<file path="config.mk">
export PLATFORM = sky130hd
export DESIGN_NAME = bcp_core_pins
export DESIGN_NICKNAME = d
export VERILOG_FILES = /design/src/bcp_pkg.sv /design/src/bcp_irq_if.sv /design/src/bcp_core_pins.sv /design/src/bcp_irq_cond.sv
export SDC_FILE = /design/constraint.sdc
export NUM_CORES = 1
export LEC_CHECK = 0
export BUFFER_PORTS_ARGS = -buffer_cell sky130_fd_sc_hd__buf_2
export CAP_MARGIN = 20
export CORE_MARGIN = 5
export CORE_UTILIZATION = 50
export CTS_BUF_LIST = sky130_fd_sc_hd__clkbuf_4
export CTS_CLUSTER_SIZE = 30
export DETAILED_ROUTE_END_ITERATION = 8
export GPL_TIMING_DRIVEN = 0
export PLACE_DENSITY = 0.78
export SETUP_SLACK_MARGIN = 0.15
export SYNTH_ARGS = -nofsm -noshare
export SYNTH_HDL_FRONTEND = slang
export SYNTH_HIERARCHICAL = 1
export SYNTH_SLANG_ARGS = --single-unit
</file>
<file path="constraint.sdc">
create_clock -name clk -period 2.1 [get_ports clk]
set_clock_uncertainty 0.1 [all_clocks]
set_input_delay 0.42 -clock clk [delete_from_list [all_inputs] [get_ports clk]]
set_output_delay 0.42 -clock clk [all_outputs]
set_load 0.03 [all_outputs]
</file>
<file path="src/bcp_pkg.sv">
// Shared constants and types for the bus control pin block
package bcp_pkg;
  // Address bus width and restart address
  localparam int BCP_ADDR_W = 32;
  localparam logic [31:0] BCP_RESTART_ADDR = 32'h0000_0000;
  // Processor mode width and the one unprivileged mode code
  localparam int BCP_MODE_W = 5;
  localparam logic [4:0] BCP_MODE_USER = 5'h10;
  // Reset values of the active-low request, fetch, write and comms pins (released) and of the direction pin (read)
  localparam logic BCP_PIN_IDLE_N = 1'b1;
  localparam logic BCP_DIR_READ = 1'b0;
  // Synchroniser depth for pins from outside the clock domain
  localparam int BCP_SYNC_STAGES = 2;
  // Number of interrupt inputs: fast and normal
  localparam int BCP_IRQ_N = 2;
  localparam int BCP_IRQ_FAST = 1;
  localparam int BCP_IRQ_NORM = 0;
  // Core sequencing phases, Gray coded along run, reset, restart
  typedef enum logic [1:0] {
    BCP_RUN = 2'b00,
    BCP_RESET = 2'b01,
    BCP_RESTART = 2'b11
  } bcp_phase_t;
endpackage : bcp_pkg

</file>
<file path="src/bcp_irq_if.sv">
// Conditioned interrupt requests passed from conditioner to core logic
`timescale 1ns/1ps
interface bcp_irq_if;
  logic fast_req;
  logic normal_req;
  modport cond (output fast_req, output normal_req);
  modport core (input fast_req, input normal_req);
endinterface : bcp_irq_if

</file>
<file path="src/bcp_core_pins.sv">
// Core bus control pins: cycle indicators, reset sequencing, interrupts
`timescale 1ns/1ps
module bcp_core_pins
  import bcp_pkg::*;
#(
  parameter int AW = BCP_ADDR_W
) (
  input wire logic clk,
  input wire logic rst,
  input wire logic core_reset_n,
  input wire logic wait_stretch_n,
  input wire logic fast_irq_req_n,
  input wire logic normal_irq_req_n,
  input wire logic irq_sync_select,
  input wire logic req_valid,
  input wire logic req_fetch,
  input wire logic req_write,
  input wire logic [AW-1:0] req_addr,
  input wire logic dcc_to_core,
  input wire logic exec_cond_fail,
  input wire logic [BCP_MODE_W-1:0] cpu_mode,
  input wire logic fiq_enable,
  input wire logic irq_enable,
  output logic write_drive_active_n,
  output logic comms_transfer_active_n,
  output logic instr_skipped_n,
  output logic [BCP_MODE_W-1:0] cpu_mode_inv,
  output logic mem_request_n,
  output logic opcode_fetch_n,
  output logic read_write_dir,
  output logic privileged_access_n,
  output logic [AW-1:0] address,
  output logic fast_irq_take,
  output logic normal_irq_take,
  output logic instr_abort,
  output logic core_step
);
  typedef struct packed {
    logic [BCP_SYNC_STAGES-1:0] rst_sync;
    logic [BCP_SYNC_STAGES-1:0] wait_sync;
    bcp_phase_t phase;
    logic pend;
    logic p_fetch;
    logic p_write;
    logic [AW-1:0] p_addr;
    logic [AW-1:0] addr;
    logic mreq_n;
    logic opc_n;
    logic rw;
    logic wen_n;
    logic dcc_n;
    logic skip_n;
    logic [BCP_MODE_W-1:0] mode_inv;
    logic trans_n;
    logic fiq_take;
    logic irq_take;
    logic abort;
    logic step;
  } bcp_state_t;

  bcp_state_t s;
  bcp_state_t next_s;
  logic rst_ok;
  logic go;
  logic fiq_hit;

  bcp_irq_if irq_bus ();

  // Interrupt pins conditioned in their own module
  bcp_irq_cond u_irq_cond (
    .clk(clk),
    .rst(rst),
    .fast_irq_req_n(fast_irq_req_n),
    .normal_irq_req_n(normal_irq_req_n),
    .irq_sync_select(irq_sync_select),
    .irq(irq_bus.cond)
  );

  // Only the second synchroniser stage is ever looked at
  assign rst_ok = s.rst_sync[BCP_SYNC_STAGES-1];
  assign go = s.wait_sync[BCP_SYNC_STAGES-1];
  assign fiq_hit = irq_bus.fast_req & fiq_enable;

  // Next-state logic for the whole pin block
  always_comb begin
    next_s = s;
    next_s.rst_sync = {s.rst_sync[0], core_reset_n};
    next_s.wait_sync = {s.wait_sync[0], wait_stretch_n};
    next_s.abort = 1'b0;
    next_s.fiq_take = 1'b0;
    next_s.irq_take = 1'b0;
    // Progress enable stands in for the gated clock; no real gating
    next_s.step = go & rst_ok;
    // Mode status follows the core every cycle, even while stretched
    next_s.mode_inv = ~cpu_mode;
    next_s.trans_n = (cpu_mode != BCP_MODE_USER);
    unique case (s.phase)
      BCP_RUN: begin
        if (!rst_ok) begin
          next_s.phase = BCP_RESET;
          next_s.abort = 1'b1;
          next_s.pend = 1'b0;
          next_s.mreq_n = BCP_PIN_IDLE_N;
          next_s.opc_n = BCP_PIN_IDLE_N;
          next_s.rw = BCP_DIR_READ;
          next_s.wen_n = BCP_PIN_IDLE_N;
          next_s.dcc_n = BCP_PIN_IDLE_N;
        end else if (go) begin
          // Access announced last cycle is presented now
          next_s.wen_n = !(s.pend && s.p_write);
          next_s.rw = s.pend && s.p_write;
          next_s.opc_n = !(s.pend && s.p_fetch);
          if (s.pend) begin
            next_s.addr = s.p_addr;
          end
          // One cycle of advance notice for the next access
          next_s.mreq_n = !req_valid;
          next_s.pend = req_valid;
          next_s.p_fetch = req_fetch;
          next_s.p_write = req_write;
          next_s.p_addr = req_addr;
          next_s.dcc_n = !dcc_to_core;
          next_s.skip_n = exec_cond_fail;
          next_s.fiq_take = fiq_hit;
          next_s.irq_take = irq_bus.normal_req & irq_enable & !fiq_hit;
        end
        // Wait low: every access field holds, stretching the cycle
      end
      BCP_RESET: begin
        // Internal cycles; natural overflow wraps to zero
        next_s.addr = AW'(s.addr + 1'b1);
        if (rst_ok) begin
          next_s.phase = BCP_RESTART;
        end
      end
      BCP_RESTART: begin
        if (!rst_ok) begin
          next_s.phase = BCP_RESET;
        end else begin
          // Reset high one cycle: announce fetch from restart address
          next_s.phase = BCP_RUN;
          next_s.mreq_n = 1'b0;
          next_s.pend = 1'b1;
          next_s.p_fetch = 1'b1;
          next_s.p_write = 1'b0;
          next_s.p_addr = AW'(BCP_RESTART_ADDR);
        end
      end
      default: begin
        next_s.phase = BCP_RESET;
      end
    endcase
  end

  // Single memory clock for every operation
  always_ff @(posedge clk) begin
    if (rst) begin
      s <= '0;
      s.rst_sync <= '0;
      s.phase <= BCP_RESET;
      s.mreq_n <= BCP_PIN_IDLE_N;
      s.opc_n <= BCP_PIN_IDLE_N;
      s.wen_n <= BCP_PIN_IDLE_N;
      s.dcc_n <= BCP_PIN_IDLE_N;
      s.mode_inv <= '1;
      s.trans_n <= 1'b1;
    end else begin
      s <= next_s;
    end
  end

  // Pins straight from the state register
  assign write_drive_active_n = s.wen_n;
  assign comms_transfer_active_n = s.dcc_n;
  assign instr_skipped_n = s.skip_n;
  assign cpu_mode_inv = s.mode_inv;
  assign mem_request_n = s.mreq_n;
  assign opcode_fetch_n = s.opc_n;
  assign read_write_dir = s.rw;
  assign privileged_access_n = s.trans_n;
  assign address = s.addr;
  assign fast_irq_take = s.fiq_take;
  assign normal_irq_take = s.irq_take;
  assign instr_abort = s.abort;
  assign core_step = s.step;
endmodule : bcp_core_pins

</file>
<file path="src/bcp_irq_cond.sv">
// Interrupt pin conditioner: synchronised or direct capture per mode
`timescale 1ns/1ps
module bcp_irq_cond
  import bcp_pkg::*;
(
  input wire logic clk,
  input wire logic rst,
  input wire logic fast_irq_req_n,
  input wire logic normal_irq_req_n,
  input wire logic irq_sync_select,
  bcp_irq_if.cond irq
);
  typedef struct packed {
    logic [BCP_IRQ_N-1:0] meta;
    logic [BCP_IRQ_N-1:0] stable;
    logic [BCP_IRQ_N-1:0] direct;
    logic sel_sync;
    logic [BCP_IRQ_N-1:0] req;
  } bcp_cond_t;

  bcp_cond_t s;
  bcp_cond_t next_s;
  logic [BCP_IRQ_N-1:0] pins;

  assign pins = {~fast_irq_req_n, ~normal_irq_req_n};

  // Synchronous pins skip the metastability stage to save a cycle
  always_comb begin
    next_s = s;
    next_s.sel_sync = irq_sync_select;
    for (int i = 0; i < BCP_IRQ_N; i++) begin
      next_s.meta[i] = pins[i];
      next_s.stable[i] = s.meta[i];
      next_s.direct[i] = pins[i];
      next_s.req[i] = s.sel_sync ? s.direct[i] : s.stable[i];
    end
  end

  // Requests cleared at reset
  always_ff @(posedge clk) begin
    if (rst) begin
      s <= '0;
    end else begin
      s <= next_s;
    end
  end

  assign irq.fast_req = s.req[BCP_IRQ_FAST];
  assign irq.normal_req = s.req[BCP_IRQ_NORM];
endmodule : bcp_irq_cond

</file>
# Yosys cells after proc, flatten, opt, wreduce, memory -nomap -nowiden
# Cells that the tools add are included.
[classes] n_shift=0 magnitude_cmp=0 n_mul=0 n_addsub=1 n_mux=17 bitwise_logic=10 n_eq_ne=11 reduce_logical=18 div=0
[ops] op="$mux W73" n=1
[ops] op="$pmux W35 S2" n=1
[ops] op="$mux W66" n=1
[ops] op="$pmux W32 S2" n=1
[ops] op="$mux W35" n=1
[ops] op="$add A32 B1 Y32 const B" n=1
[ops] op="$mux W32" n=1
[ops] op="$ne A2 B2 Y1 const B" n=7
[ops] op="$reduce_and A4 Y1" n=2
[ops] op="$mux W1" n=6
[ops] op="$pmux W2 S3" n=1
[ops] op="$reduce_and A3 Y1" n=2
[ops] op="$logic_not A1 Y1" n=5
[ops] op="$mux W5" n=1
[ops] op="$ne A5 B5 Y1 const B" n=1
[ops] op="$not A1 Y1" n=5
[ops] op="$not A5 Y5" n=1
[ops] op="$and A1 B1 Y1" n=4
[ops] op="$mux W2" n=2
[ops] op="$reduce_and A2 Y1" n=2
[ops] op="$reduce_bool A2 Y1" n=2
[ops] op="$reduce_or A4 Y1" n=1
[ops] op="$ne A3 B3 Y1 const B" n=1
[ops] op="$eq A2 B1 Y1 const B" n=1
[ops] op="other kinds (5)" n=6
[word_totals] register_bits=96 romBits=0 memories=0 latchBits=0 mem_bits_rw=0 elab_cells=81 in_bits=51

# Logic depth before layout (Yosys ltp)
[depth] ltp_word=5 mapped_depth=9 mapped_depth_nobuf=6

# Cells and area by module
# Netlist, hierarchy kept.
[by_module_without_submodules] mod="bcp_core_pins" cells_each=520 instances=1 area_per_inst_um2=4139.0
[by_module_without_submodules] mod="bcp_irq_cond" cells_each=16 instances=1 area_per_inst_um2=193.9

# Worst setup path before layout
# No wires, ideal clock.
[synth_path] path_kind="reg2reg" startpoint="reg s (netlist bit address[0])" endpoint="reg s (netlist bit address[22])" arrival_ps=1897 t_required_ps=1922 setup_time_ps=78 stages_incl_launch_ff=7 setup_slack_ps=25 path_cell_list="dfxtp_1 -> ha_1 -> nand4_1 -> or4_4 -> nor3_1 -> mux2_2 -> nor3_1"
[synth_via] elab_chain_len=2
[synth_lines] item="start, declared" line="bcp_core_pins.sv:61" rtl="bcp_state_t s;"
[synth_lines] item="start signal, assigned" line="bcp_core_pins.sv:168" rtl="s <= next_s;"
[synth_lines] item="$add A32 B1 Y32" line="bcp_core_pins.sv:131" rtl="next_s.addr = AW'(s.addr + 1'b1);"
[synth_lines] item="$pmux W32 S2" line="bcp_core_pins.sv:97" rtl="unique case (s.phase)"
# No other way between the ends.
# A chain may end at the register's enable or synchronous reset.

# Final worst setup path
[layout_path] startpoint="reg s[84] in the netlist's numbering" endpoint="reg s[50] in the netlist's numbering"
[layout_via] elab_chain_len=3
[layout_lines] item="$eq A2 B2 Y1 or $logic_not A2 Y1 (tied branches)" line="bcp_core_pins.sv:97"
[layout_lines] item="$ne A2 B2 Y1 (no line) or $reduce_bool A2 Y1 (tied branches)"
[layout_lines] item="$reduce_and A4 Y1 (no line)"
# Several ways; a longest one is shown, not always the timed one.

==> results_dict.tcl <==
set metrics [dict create \
    ant_nets 0 \
    crit_path_start_kind "register" \
    synth-seq-cells 96 \
    drt_iter0_markers 322 \
    gp_congestion 0.905 \
    power.density_nw_per_um2 573 \
    nets 725 \
    arrival_ps 2290 \
    synthTopCellsByArea "dfxtp_1, nand2_1, buf_4" \
    crit_chain "clkbuf_8, or2_2, buf_8, o21ai_2, and2_4, buf_8, bufbuf_16, nand3_1, a21oi_1" \
    multi_input_area_um2 2090 \
    tightest_slew_ps 736 \
    core-area_um2 8590 \
    wl_um 13100 \
    comb_power_share_pct 7.4 \
    fill_cells 756 \
    ys_warn_count 6 \
    power.internal_mw 2.41 \
    peakVddDrop_uv 422 \
    dp_hpwl_um 9030 \
    p_sw_share_pct 24.9 \
    grt_pass1_vias 4128 \
    hold_depth 2 \
    route.detailed.drc 0 \
    gr-total-overflow 0 \
    ioPinCount 99 \
    placedInstanceArea_um2 4990 \
    cts_tree "done" \
    start_util_pct 50.4 \
    synth_top_cell_by_area "dfxtp_1" \
    ys_types 49 \
    wl_per_cell_um 16.7 \
    grt_max_degree 17 \
    grt_pass1_wl_um 19900 \
    die-area_um2 10600 \
    total_power_mw 3.22 \
    antenna_found_initial 0 \
    cpLargestDelayFamily "buffers and inverters" \
    r2r_cells 9 \
    rows 34 \
    grt.total_usage_pct 24.2 \
    maxCapViolCount 0 \
    worst_hold_slack_ps 13.7 \
    cts_root_buf "clkbuf_4" \
    crit_top_cell "buf_8" \
    critPathMaxFanout 10 \
    syn_nets 588 \
    finish.instance_area_um2 5610 \
    fin_ws_ps 94.5 \
    area_growth_pct 29.5 \
    finalCritPeriodShare_pct 95.5 \
    syn_inst 536 \
    cp.depth 9 \
    die_w_um 103 \
    setup_viol 0 \
    seqPwrFrac_pct 57.4 \
    worstSkewPairLatency_ps 450 \
    drive_gt1_share_pct 36.6 \
    outcome "finished clean" \
    numCtsBuffers 9 \
    rsz0062_at_grt "true" \
    vias_per_cell 5.72 \
    synth_top_area_share_pct 44.4 \
    cts_sinks 96 \
    power.switching_mw 0.801 \
    clock_path_buffers 2 \
    timing.fmax_mhz 499 \
    slowest_delay_ps 340 \
    io_buffers 98 \
    hold_path.class "in -> reg" \
    total_leakage_power_nw 2.26 \
    netlist_area_um2 4330 \
    drv_slew 0 \
    htreeDepth 3 \
    synthArstFlopShare_pct 0 \
    seq_area_frac_synth_pct 44.4 \
    slew_headroom_pct 51.0 \
    place_ws_ps -591 \
    cp_slowest_cell "dfxtp_2" \
    ys.flop_type "dfxtp_1" \
    hold_viol 0 \
    cp.required_ps 2390 \
    worstSetupPathType "reg -> reg" \
    path_clk_slew_ps 160 \
    vias 4493 \
    diodes 0 \
    cp-end-kind "register" \
    clockPowerShare_pct 35.3 \
    chipHeight_um 103 \
    synth-edff-count 0 \
    postSynthAreaPerCell_um2 8.08 \
    worst-path-buf-inv 4 \
    drtPass1Iterations 5 \
    final-seq-area_um2 1980 \
    min_period_ps 2010 \
]
## flip-flops by register name, summed over array words and instances, names as in the netlist, 2 cells and up
signal,count
next_s,2
cpu_mode_inv,5
s,37
address,32
u_irq_cond/s,5
## synthesized netlist by cell type (all sizes together), types with 8 or more instances
library cell   n
a211oi         9
a21oi         52
buf           43
clkbuf        26
dfxtp         96
nand2         86
nand3         54
nand4         12
nor2          40
nor2b          8
nor3          11
nor4          10
o21ai         18
## cells in the final DEF, fill, tap and decap left out, types with 9 or more instances in the layout
cell / n
clkbuf_1: 10
dfxtp_4: 13
nor2_1: 37
buf_4: 60
nand3_1: 51
dfxtp_1: 78
nand2_1: 86
clkbuf_4: 13
buf_2: 101
o21ai_0: 16
clkbuf_2: 9
a21oi_1: 48
nand4_1: 11
a211oi_1: 9
## stage by stage
step           util (%)  TNS, ps  std cells
2_1_floorplan         -        0        536
3_3_place_gp       58.1   -13650        742
3_5_place_dp       58.1   -16160        742
4_1_cts            63.1        0        773
5_1_grt            65.3        0        785
6_report           65.3        0        785
## cells by family after synthesis
logic type      synth area share [%]
buf+inv                         9.85
simple gates                    27.6
compound gates                  15.0
fa+ha+maj                      0.289
xor+xnor                       0.404
mux                             2.51
flops                           44.4
## power by group through the flow
stage / registers [mW] / clock network [mW] / logic, mW
6_report: 1.84 / 1.13 / 0.237
5_1_grt: 1.85 / 1.21 / 0.257
4_1_cts: 1.86 / 1.15 / 0.230
3_5_place_dp: 1.90 / 0 / 0.209
2_1_floorplan: 1.90 / 0 / 0.114
3_3_place_gp: 1.90 / 0 / 0.203
## area by class of cell
type	count	area share [%]
multi-input combinational	365	37.3
sequential	96	35.2
clock inverter	6	1.65
clock buffer	9	1.20
tap	108	2.41
timing repair buffer	126	13.1
buffer	69	8.67
inverter	6	0.401
## timing repair
| action | 4_1_cts | 5_1_grt |
|---|---|---|
| buffers inserted | 13 | 10 |
| hold buffers | 2 | 1 |
| resized for setup | 47 | 45 |
| cloned | 1 | 1 |
| endpoints found under the hold margin | 2 | 1 |
| setup endpoints to repair | 69 | 51 |
| pin swaps | 7 | 17 |
## routing by layer
layer  vias up  wire length, um  GRT usage [%]  part of all wire (%)
met1      2094             5200           30.7                    40
met5         -                0              0                     0
met3        32             1270           5.01                   9.7
met4         0              342           9.36                   2.6
li1       2137                -              -                     -
met2       230             6270           40.5                    48
## worst paths after layout
path	from	to	slack, ps
max	s[84]	s[50]	90
min	cpu_mode[3]	cpu_mode_inv[3]	10
max reg2reg	s[84]	s[50]	90
min reg2reg	next_s[86]	go	360
Power figures use the tool's default switching activity.
